## src/include/omx_consts.svh

```systemverilog
// timing-free constants for the or/move/option execution block
`ifndef OMX_CONSTS_SVH
`define OMX_CONSTS_SVH
`define OMX_OP_NOP 12'h000
`define OMX_OP_OPTION 12'h002
`define OMX_TOP6_STORE 6'h00
`define OMX_TOP6_OR_FILE 6'h04
`define OMX_TOP6_MOVE_FILE 6'h08
`define OMX_TOP4_LOAD_LIT 4'hC
`define OMX_TOP4_OR_LIT 4'hD
`define OMX_STORE_BIT 5
`define OMX_DEST_BIT 5
`define OMX_ACC_RESET 8'h00
`define OMX_OPT_RESET 8'hFF
`define OMX_ZERO_RESET 1'h0
`endif

```

## src/include/omx_pkg.sv

```systemverilog
// types shared by the or/move/option execution block
package omx_pkg;
	typedef enum logic [2:0] {
		OMX_NONE = 3'h0,
		OMX_OR_LIT = 3'h1,
		OMX_OR_FILE = 3'h3,
		OMX_MOVE_FILE = 3'h2,
		OMX_LOAD_LIT = 3'h6,
		OMX_STORE = 3'h7,
		OMX_OPTION = 3'h5,
		OMX_NOP = 3'h4
	} omx_op_type;
	typedef struct packed {
		logic [7:0] acc;
		logic [7:0] option;
		logic zero;
		logic file_we;
		logic [4:0] file_addr;
		logic [7:0] file_wdata;
		logic done;
		logic illegal;
	} omx_state_type;
endpackage : omx_pkg

```

## src/include/omx_dec_if.sv

```systemverilog
// decoded instruction fields passed from the decoder to the executor
`timescale 1ns/10ps
`default_nettype none
interface omx_dec_if;
	import omx_pkg::*;
	omx_op_type op;
	logic [7:0] literal;
	logic [4:0] faddr;
	logic dest_file;
	modport dec (output op, output literal, output faddr, output dest_file);
	modport exe (input op, input literal, input faddr, input dest_file);
endinterface : omx_dec_if
`default_nettype wire

```

## src/logic/omx_decoder.sv

```systemverilog
// instruction word decoder for the or/move/option subset
`timescale 1ns/10ps
`default_nettype none
`include "omx_consts.svh"
module omx_decoder (
	input wire logic [11:0] instr,
	omx_dec_if.dec dec
);
	import omx_pkg::*;
	function automatic omx_op_type classify(input logic [11:0] w);
		omx_op_type r;
		r = OMX_NONE;
		if (w == `OMX_OP_NOP) begin
			r = OMX_NOP;
		end else if (w == `OMX_OP_OPTION) begin
			r = OMX_OPTION;
		end else if (w[11:6] == `OMX_TOP6_STORE && w[`OMX_STORE_BIT]) begin
			r = OMX_STORE;
		end else if (w[11:6] == `OMX_TOP6_OR_FILE) begin
			r = OMX_OR_FILE;
		end else if (w[11:6] == `OMX_TOP6_MOVE_FILE) begin
			r = OMX_MOVE_FILE;
		end else if (w[11:8] == `OMX_TOP4_LOAD_LIT) begin
			r = OMX_LOAD_LIT;
		end else if (w[11:8] == `OMX_TOP4_OR_LIT) begin
			r = OMX_OR_LIT;
		end
		return r;
	endfunction : classify
	assign dec.op = classify(instr);
	assign dec.literal = instr[7:0];
	assign dec.faddr = instr[4:0];
	assign dec.dest_file = instr[`OMX_DEST_BIT];
endmodule : omx_decoder
`default_nettype wire

```

## src/logic/omx_exec.sv

```systemverilog
// single-cycle executor for or, move, load-literal, store, option and no-op
`timescale 1ns/10ps
`default_nettype none
`include "omx_consts.svh"
// What this block does
// - or literal into accumulator, set zero
// - or accumulator with file, set zero
// - destination bit: 0 accumulator, 1 file
// - move file register to chosen destination
// - move updates zero from moved value
// - store accumulator to file, flags kept
// - load option from accumulator, flags kept
// - every instruction completes in one cycle
module omx_exec (
	input wire logic clk_sys,
	input wire logic nrst,
	input wire logic instr_valid,
	input wire logic [11:0] instr,
	output logic [4:0] file_raddr,
	input wire logic [7:0] file_rdata,
	output logic file_we,
	output logic [4:0] file_waddr,
	output logic [7:0] file_wdata,
	output logic [7:0] acc,
	output logic [7:0] option_reg,
	output logic zero_flag,
	output logic instr_done,
	output logic instr_illegal
);
	import omx_pkg::*;
	omx_dec_if dif ();
	omx_state_type st_r;
	omx_state_type st_nxt;
	logic [7:0] result;
	omx_decoder u_dec (
		.instr(instr),
		.dec(dif)
	);
	// file read is combinational so the whole instruction fits one cycle
	assign file_raddr = dif.faddr;
	always_comb begin
		st_nxt = st_r;
		st_nxt.file_we = 1'b0;
		st_nxt.done = 1'b0;
		st_nxt.illegal = 1'b0;
		result = 8'h00;
		if (instr_valid) begin
			st_nxt.done = 1'b1;
			case (dif.op)
			OMX_OR_LIT: begin
				result = st_r.acc | dif.literal;
				st_nxt.acc = result;
				st_nxt.zero = (result == 8'h00);
			end
			OMX_OR_FILE, OMX_MOVE_FILE: begin
				result = (dif.op == OMX_OR_FILE) ? (st_r.acc | file_rdata) : file_rdata;
				st_nxt.zero = (result == 8'h00);
				if (dif.dest_file) begin
					st_nxt.file_we = 1'b1;
					st_nxt.file_addr = dif.faddr;
					st_nxt.file_wdata = result;
				end else begin
					st_nxt.acc = result;
				end
			end
			OMX_LOAD_LIT: begin
				st_nxt.acc = dif.literal;
			end
			OMX_STORE: begin
				st_nxt.file_we = 1'b1;
				st_nxt.file_addr = dif.faddr;
				st_nxt.file_wdata = st_r.acc;
			end
			OMX_OPTION: begin
				st_nxt.option = st_r.acc;
			end
			OMX_NOP: begin
				st_nxt.done = 1'b1;
			end
			default: begin
				st_nxt.illegal = 1'b1;
			end
			endcase
		end
	end
	always_ff @(posedge clk_sys) begin
		if (!nrst) begin
			st_r <= '{acc: `OMX_ACC_RESET, option: `OMX_OPT_RESET, zero: `OMX_ZERO_RESET,
				file_we: 1'b0, file_addr: 5'h00, file_wdata: 8'h00, done: 1'b0,
				illegal: 1'b0};
		end else begin
			st_r <= st_nxt;
		end
	end
	assign file_we = st_r.file_we;
	assign file_waddr = st_r.file_addr;
	assign file_wdata = st_r.file_wdata;
	assign acc = st_r.acc;
	assign option_reg = st_r.option;
	assign zero_flag = st_r.zero;
	assign instr_done = st_r.done;
	assign instr_illegal = st_r.illegal;
endmodule : omx_exec
`default_nettype wire

```

## config.mk

```make
export PLATFORM = sky130hd
export DESIGN_NAME = omx_exec
export DESIGN_NICKNAME = d
export VERILOG_FILES = /design/src/include/omx_pkg.sv /design/src/include/omx_dec_if.sv /design/src/logic/omx_decoder.sv /design/src/logic/omx_exec.sv
export VERILOG_INCLUDE_DIRS = /design/src /design/src/include
export SDC_FILE = /design/constraint.sdc
export NUM_CORES = 1
export LEC_CHECK = 0
export BUFFER_PORTS_ARGS = -buffer_cell sky130_fd_sc_hd__clkbuf_2
export CORE_MARGIN = 2
export CORE_UTILIZATION = 49
export DETAILED_ROUTE_END_ITERATION = 6
export PLACE_DENSITY = 0.79
export SLEW_MARGIN = 5
export SYNTH_ARGS = -nofsm -noshare
export SYNTH_HDL_FRONTEND = slang
export SYNTH_HIERARCHICAL = 1
export SYNTH_SLANG_ARGS = --single-unit
```

## constraint.sdc

```tcl
create_clock -name clk_sys -period 3.94 [get_ports clk_sys]
set_input_delay 1.182 -clock clk_sys [delete_from_list [all_inputs] [get_ports clk_sys]]
set_output_delay 1.182 -clock clk_sys [all_outputs]
set_load 0.01 [all_outputs]
```

Yosys cells after proc, flatten, opt, wreduce, memory -nomap -nowiden
Index checks and enable logic that the tools add are counted.
{"block": "op_classes", "muxes": 15, "n_div": 0, "n_eq_ne": 14, "n_lt_le_gt_ge": 0, "n_reduce_logical": 15, "mul": 0, "shift": 0, "add_sub_neg": 0, "bitwise": 2}
{"op": "14-bit case mux with 2 select lines", "count": 1}
{"op": "8-bit case mux with 3 select lines", "count": 1}
{"op": "3-bit 2-to-1 mux", "count": 6}
{"op": "8-bit logical NOT", "count": 2}
{"op": "8-bit 2-to-1 mux", "count": 2}
{"op": "8-bit bitwise OR", "count": 2}
{"op": "14-bit 2-to-1 mux", "count": 1}
{"op": "12-bit by 2-bit equality test with 1-bit output, second input constant", "count": 1}
{"op": "3-bit equality test, second input constant", "count": 4}
{"op": "12-bit logical NOT", "count": 1}
{"op": "4-bit equality test, second input constant", "count": 2}
{"op": "7-bit OR reduction", "count": 1}
{"op": "3-bit by 2-bit equality test with 1-bit output, second input constant", "count": 2}
{"op": "6-bit by 3-bit equality test with 1-bit output, second input constant", "count": 1}
{"op": "6-bit by 4-bit equality test with 1-bit output, second input constant", "count": 1}
{"op": "6-bit logical NOT", "count": 1}
{"op": "2-bit AND reduction", "count": 3}
{"op": "3-bit AND reduction", "count": 2}
{"op": "2-bit != test, second input constant", "count": 2}
{"op": "2-bit nonzero test", "count": 2}
{"op": "3-bit by 1-bit equality test with 1-bit output, second input constant", "count": 1}
{"op": "3-bit nonzero test", "count": 1}
{"op": "1-bit 2-to-1 mux", "count": 2}
{"op": "2-bit 2-to-1 mux", "count": 1}
{"op": "3 further kinds", "count": 3}
{"block": "word_totals", "n_memories": 0, "elab_cells": 54, "latch_bits": 0, "input_bits": 23, "mem_bits_ro": 0, "reg_bits": 33, "mem_bits_rw": 0}

Depth between registers and ports, before layout
Gate-level depths: netlist of the first run.
{"block": "depth", "ltp_word": 12, "ltp_mapped": 9, "mapped_depth_nobuf": 7}

By module
The synthesis of the first run kept the hierarchy.
{"module": "omx_exec", "instances": 1, "area_each_um2": 1466.4, "seq_area_each_um2": 660.6, "cells_per_inst": 166}
{"module": "omx_decoder", "instances": 1, "area_each_um2": 212.7, "seq_area_each_um2": 0.0, "cells_per_inst": 27}

Worst setup path before layout of the first run
Ideal clock, no wire load.
{"block": "synth_path", "kind": "input to register", "startpoint": "input port instr[0]", "endpoint": "register st_r, in the netlist file_wdata[1]", "required_time_ns": 3.870, "arrival_time_ns": 3.023, "path_stages": 8, "slack_ns": 0.847, "path_cell_list": "nor4_2 nand2_1 a211oi_1 nand2_1 a21o_1 buf_6 or3_1 a21boi_1"}
{"block": "synth_between", "elab_chain_cells": 7, "elab_cells_between_ends": 14}
{"element": "from (decl)", "line_no": "omx_exec.sv:18", "text": "input wire logic [11:0] instr,"}
{"element": "12-bit by 2-bit equality test with 1-bit output (no source line)"}
{"element": "3-bit 2-to-1 mux", "line_no": "omx_decoder.sv:15", "text": "end else if (w == `OMX_OP_OPTION) begin"}
{"element": "3-bit 2-to-1 mux *", "line_no": "omx_decoder.sv:13", "text": "if (w == `OMX_OP_NOP) begin"}
{"element": "via dif.op[0]", "line_no": "omx_dec_if.sv:6", "text": "omx_op_type op;"}
{"element": "3-bit by 2-bit equality test with 1-bit output"}
{"element": "8-bit 2-to-1 mux / 2-bit OR reduction (equally long branches)"}
{"element": "14-bit 2-to-1 mux, or another cell as far along", "line_no": "omx_exec.sv:58", "text": "if (dif.dest_file) begin"}
{"element": "14-bit case mux with 2 select lines / 3-bit AND reduction (equally long branches)"}
{"element": "to (signal assigned)", "line_no": "omx_exec.sv:88", "text": "st_r <= '{acc: `OMX_ACC_RESET, option: `OMX_OPT_RESET, zero: `OMX_ZERO_RESET,"}
{"element": "to (signal assigned)", "line_no": "omx_exec.sv:92", "text": "st_r <= st_nxt;"}
{"element": "to (decl)", "line_no": "omx_exec.sv:32", "text": "omx_state_type st_r;"}
The timed path passes the listed nets; every way through them passes the cells marked *. The select of a mux whose other input is x is not followed.
A chain may end at the register's enable or synchronous reset.

Worst setup path after layout of the first run
{"block": "layout_path", "startpoint": "input port instr[0]", "endpoint": "register st_r, in the netlist file_waddr[1]"}
{"block": "layout_between", "elab_chain_cells": 7, "elab_cells_between_ends": 12}
{"element": "12-bit by 2-bit equality test with 1-bit output (no source line)"}
{"element": "3-bit 2-to-1 mux", "line_no": "omx_decoder.sv:15"}
{"element": "3-bit 2-to-1 mux *", "line_no": "omx_decoder.sv:13"}
{"element": "via dif.op[2]", "line_no": "omx_dec_if.sv:6"}
{"element": "3-bit by 2-bit equality test with 1-bit output"}
{"element": "2-bit OR reduction"}
{"element": "2-bit != test (no source line) / 2-bit nonzero test (equally long branches)"}
{"element": "3-bit AND reduction (no source line)"}
The timed path passes the listed nets; every way through them passes the cells marked *.

==> flow_summary.ini, run 1 <==
[run_status]
run_status = finished clean

[flow_run]
drv_cap = 0

[clock_network]
tritoncts = built
clk_latency_ns = 0.33
path_clk_slew_ns = 0.09
root_buffer = clkbuf_4
htreeDepth = 2
postCtsHoldBufs = 0
post_cts_resize_count = 0
cts_made_buffers = 5
postCtsSetupBuffers = 0
cts_buffer_depth = 2
clock_sinks = 33

[placement]
gp_congestion = 0.848
port_buffers = 60
dp_hpwl_mm = 2.98
dp_cells = 281

[setup_path]
start_kind = input pin
path_class = input pin to flop
critPathMaxFanout = 17
worstPathRequired_ns = 4.18
crit_arrival_ns = 3.45
end_kind = flop

[floorplanning]
core_sq_um = 3310
die_height_um = 62.5
start_util_pct = 50.7
dieArea_sq_um = 3910
rows = 21
die_x_um = 62.5
io_pins = 61

[power_and_ir_drop]
peakVddDrop_mv = 0.176
power_density_nw_per_um2 = 308
pwr-share-clk_pct = 31.3
p_seq_share_pct = 56.2
combPwrFrac_pct = 12.4
p_leak_nw = 0.877
intPower_mw = 0.454
netSwitchingPower_mw = 0.154
switching_share_pct = 25.3

[timing]
period_share_pct = 81.6
slew_violations = 0
rsz0062_at_grt = no
worst_pin_slew_ns = 0.595
finClkSkew_ns = 0.00423
max_slew_margin_pct = 59.9
hold_viol = 0
setup_tns_ns = 0
hold_slack_ns = 0.463
final.min_clock_period_ns = 3.22
finalSetupViolCount = 0
max_clock_freq_mhz = 311

[synthesis]
yosysTopAreaCell = dfxtp_1
ys_top_cells_by_count = 38 x nand2_1, 33 x dfxtp_1, 14 x buf_4
avgSynthCellArea_sq_um = 8.70
synthDistinctLibCells = 39
async_flop_share_pct = 0
synth.area.top_cells = dfxtp_1 39%, nand2_1 8.5%, mux2i_1 7.7%
synth_top_flop_cell = dfxtp_1
ys_ff_latch = 33
synth_area_sq_um = 1680
syn_nets = 216
seq_area_frac_synth_pct = 39.3
synth_edf_count = 0
synth_top_area_share_pct = 39.3
synthCells = 193
yosysMostFrequentCell = nand2_1
yosysWarnings = 6

[routing]
drc = 0
drtPass1Iterations = 4
drt_iter0_markers = 61
vias = 1555
wl_mm = 3.83
vias_per_cell = 5.40
wl_per_cell_um = 13.3
ant_nets = 0

[global_route]
grt_overflow = 0
track_usage_pct = 20.5
grt_pass1_wl_mm = 6.36
antenna_found_initial = 0
grt_pass1_vias = 1388
grt_max_degree = 27

[hold_path]
min-delay-path-class = flop to flop

[layout]
diodes = 0
stdcell_count = 288
nets = 265
areaGrowthSynthToFinish_pct = 17.4
layout-drive-gt1-share_pct = 32.2
==> power groups by stage <==
| stage | registers (mW) | clock network (mW) | logic (mW) |
|---|---|---|---|
| 6_report | 0.342 | 0.191 | 0.0755 |
| 4_1_cts | 0.342 | 0.195 | 0.0754 |
| 5_1_grt | 0.343 | 0.213 | 0.0823 |
| 3_5_place_dp | 0.350 | 0 | 0.0752 |
| 2_1_floorplan | 0.351 | 0 | 0.0493 |
| 3_3_place_gp | 0.350 | 0 | 0.0754 |
==> critical path, stage by stage <==
cell and delay [ns]:
clkbuf_2 0.13, nor4_2 0.37, o21ai_2 0.09, a211oi_2 0.56, nand2b_4 0.26, a21o_1 0.38
buf_4 0.23, mux2i_1 0.19, nor2b_1 0.06
==> logic make-up after synthesis <==
kind of cell / after synthesis / synth area share (%)
and+or+nand+nor: 85 / 27.6
AOI/OAI and AO/OA: 38 / 15.6
buffers and inverters: 24 / 9.69
muxes: 13 / 7.75
DFF: 33 / 39.3
==> placed cells by master (no fill, tap or decap), types with 2 or more instances in the layout <==
cell	instances
nor2_1	4
o21ai_0	9
nand4b_1	2
and3_1	2
nor4_1	5
buf_4	5
clkbuf_2	60
or3_1	8
mux2i_1	13
a21oi_1	4
a21boi_1	7
nand3_1	8
clkbuf_4	5
a22oi_1	8
nor2b_1	8
nand2_1	38
dfxtp_1	33
==> per-layer routing <==
layer	share of wire, %	up-vias	GRT usage, %
li1	-	773	-
met1	47	726	27.5
met2	44	48	30.9
met3	6.9	8	5.95
met4	1.7	0	8.06
met5	0	-	0
==> path summary, 6_finish.rpt <==
| check | start | endpoint | slack (ns) | cells past startpoint |
|---|---|---|---|---|
| hold / removal | file_wdata[1]$_SDFFE_PN0P_ | file_wdata[1]$_SDFFE_PN0P_ | 0.46 | 2 |
| hold reg to reg | file_wdata[1]$_SDFFE_PN0P_ | file_wdata[1]$_SDFFE_PN0P_ | 0.46 | 2 |
| setup / recovery | instr[0] | file_waddr[1]$_SDFFE_PN0P_ | 0.72 | 9 |
| setup reg to reg | acc[0]$_SDFFE_PN0P_ | file_wdata[0]$_SDFFE_PN0P_ | 2.85 | 3 |
==> final cells by class <==
| class | instances | area, sq um |
|---|---|---|
| Tap cell | 46 | 57.6 |
| Multi-Input combinational cell | 136 | 856 |
| Clock buffer | 7 | 55.1 |
| Inverter | 1 | 3.75 |
| Timing Repair Buffer | 65 | 338 |
| Sequential cell | 33 | 661 |
| Fill cell | 314 | 1340 |
==> stage by stage <==
step / cell area [sq um] / power, mW / worst slack [ns] / utilization (%)
detailed placement: 1920 / 0.425 / 0.409 / 57.9
floorplan: 1680 / 0.400 / 0.847 / -
global route: 1970 / 0.637 / 0.575 / 59.5
global placement: 1920 / 0.425 / 0.473 / 57.9
CTS: 1970 / 0.612 / 0.767 / 59.5
finish: 1970 / 0.608 / 0.724 / 59.5
Power figures use the tool's default switching activity.
==> run 2: changes to the inputs <==
--- a/config.mk
+++ b/config.mk
@@ -8,9 +8,9 @@
 export LEC_CHECK = 0
 export BUFFER_PORTS_ARGS = -buffer_cell sky130_fd_sc_hd__clkbuf_2
 export CORE_MARGIN = 2
-export CORE_UTILIZATION = 49
+export CORE_UTILIZATION = 44
 export DETAILED_ROUTE_END_ITERATION = 6
-export PLACE_DENSITY = 0.79
+export PLACE_DENSITY = 0.75
 export SLEW_MARGIN = 5
 export SYNTH_ARGS = -nofsm -noshare
 export SYNTH_HDL_FRONTEND = slang
==> constraint.sdc (replaced) <==
create_clock -name clk_sys -period 2.7 [get_ports clk_sys]
set_input_delay 0.81 -clock clk_sys [delete_from_list [all_inputs] [get_ports clk_sys]]
set_output_delay 0.81 -clock clk_sys [all_outputs]
set_load 0.01 [all_outputs]
==> run 2 against run 1 <==
  * Worst hold slack got worse by 0.0078 ns
  * Clock-buffer cell count is the same
  * Combinational power is 59% higher
  * First-iteration DRC count is 26% higher
  * Setup slack worse by 0.50 ns
  * Wire length rose by 9.4%
  * Utilization down 2.0 points
  * Flip-flop and latch count is the same
  * Final cell count grew 4.2%
  * Largest power group unchanged
  * Sequential share of layout area is 2.2 points lower
  * Non-clock buffer count up 9
  * Sequential power increased by 46%
==> flow_summary.ini, run 2 (same netlist as run 1, synthesis figures left out) <==
[floorplanning]
start_util_pct = 45.9
io_pins = 61
core_sq_um = 3660
rows = 22
dieArea_sq_um = 4330
die_x_um = 65.8
die_height_um = 65.8

[setup_path]
critPathSlowestCell = nor4_4
crit_chain = clkbuf_2 > nor4_4 > o21ai_2 > a211oi_2 > nand2b_4 > a21o_1 > buf_4 > mux2i_1 > nor2b_1
r2r_slack_ns = 1.62
cp_top_family = compound AO/OA/AOI/OAI gates
start_kind = input pin
max_stage_delay_ns = 0.36
worstPathRequired_ns = 2.88
path_class = input pin to flop
end_kind = flop
critPathMaxFanout = 11
crit_arrival_ns = 2.66
path_buf_inv = 2

[layout]
layout-drive-gt1-share_pct = 35.3
diodes = 0
final_cell_area_sq_um = 2110
num-fill-cells = 348
final_cell_mix = 60 x clkbuf_2, 38 x nand2_1, 33 x dfxtp_1
final_common_cell = clkbuf_2
areaGrowthSynthToFinish_pct = 25.5
nets = 274

[timing]
final.min_clock_period_ns = 2.48
max_clock_freq_mhz = 404
max_slew_margin_pct = 66.1
worst_pin_slew_ns = 0.505
worst_slack_ns = 0.224
finClkSkew_ns = 0.00705
slew_violations = 0
hold_viol = 0
finalSetupViolCount = 0
rsz0062_at_grt = no
period_share_pct = 91.7

[routing]
drtPass1Iterations = 4
vias = 1580
wl_mm = 4.18
wl_per_cell_um = 13.9
drc = 0
ant_nets = 0
drt_iter0_markers = 77
vias_per_cell = 5.27

[clock_network]
tritoncts = built
cts_buffer_depth = 2
postCtsSetupBuffers = 0
post_cts_resize_count = 0
path_clk_slew_ns = 0.07
cts_made_buffers = 5
postCtsHoldBufs = 0
clock_sinks = 33
clk_latency_ns = 0.29
htreeDepth = 2
root_buffer = clkbuf_8

[global_route]
grt_pass1_vias = 1377
antenna_found_initial = 0
grt_pass1_wl_mm = 6.60
grt_overflow = 0
track_usage_pct = 20.2
grt_max_degree = 27

[placement]
gp_congestion = 0.888
dp_hpwl_mm = 3.21
place_area_sq_um = 1990
place_ws_ns = -0.109
port_buffers = 60

[hold_path]
min-delay-path-class = flop to flop

[power_and_ir_drop]
p_leak_nw = 0.948
power_density_nw_per_um2 = 521
peakVddDrop_mv = 0.194

[run_status]
run_status = finished clean

[flow_run]
drv_cap = 0
-- run 2: cell count changes in the layout (fill, tap and decap cells not counted), sizes merged --
cell,change
buf,+9
bufinv,+1
-- run 2: stage by stage --
step | cells | util, % | setup TNS [ns] | hold WS [ns] | total power [mW]
after CTS | 300 | 57.6 | 0 | 0.458 | 1.11
after floorplan | 193 | - | 0 | 0.479 | 0.584
after detailed placement | 292 | 54.4 | -0.958 | 0.448 | 0.630
after global placement | 292 | 54.4 | -0.159 | 0.447 | 0.628
after global routing | 300 | 57.6 | 0 | 0.478 | 1.14
final | 300 | 57.6 | 0 | 0.455 | 1.10
-- run 2: per-layer routing --
layer / GRT usage [%] / part of all wire, % / vias up / wire length (um)
met2: 29.7 / 44 / 80 / 1850
met3: 5.28 / 9.2 / 7 / 386
met5: 0 / 0 / - / 0
li1: - / - / 787 / -
met4: 9.38 / 2.0 / 0 / 85
met1: 27.5 / 45 / 706 / 1870
-- run 2: path summary, 6_finish.rpt --
path                                   start                          to  cells after the start
hold reg to reg   file_wdata[4]$_SDFFE_PN0P_  file_wdata[4]$_SDFFE_PN0P_                      2
setup reg to reg         acc[2]$_SDFFE_PN0P_  file_wdata[2]$_SDFFE_PN0P_                      3
hold / removal    file_wdata[4]$_SDFFE_PN0P_  file_wdata[4]$_SDFFE_PN0P_                      2
setup / recovery                   instr[11]  file_waddr[0]$_SDFFE_PN0P_                      9
-- run 2: final cells by class --
| class | instances | area, sq um | area share, % |
|---|---|---|---|
| Tap cell | 48 | 60.1 | 2.85 |
| Sequential cell | 33 | 661 | 31.4 |
| Inverter | 1 | 3.75 | 0.178 |
| Clock inverter | 1 | 30.0 | 1.43 |
| Timing Repair Buffer | 74 | 405 | 19.2 |
| Clock buffer | 7 | 86.3 | 4.10 |
| Multi-Input combinational cell | 136 | 861 | 40.9 |
-- run 2: tightest hold or removal path, delay by kind of cell, from the launching register on --
family,cells,cell delay (ns)
simple gates,1,0.05
compound gates,1,0.05
flops,1,0.31
-- run 2: report_power, final --
part | switching (mW) | leakage, nW | internal (mW)
combinational | 0.0672 | 0.623 | 0.0532
clock | 0.176 | 0.0585 | 0.301
sequential | 0.00598 | 0.267 | 0.493
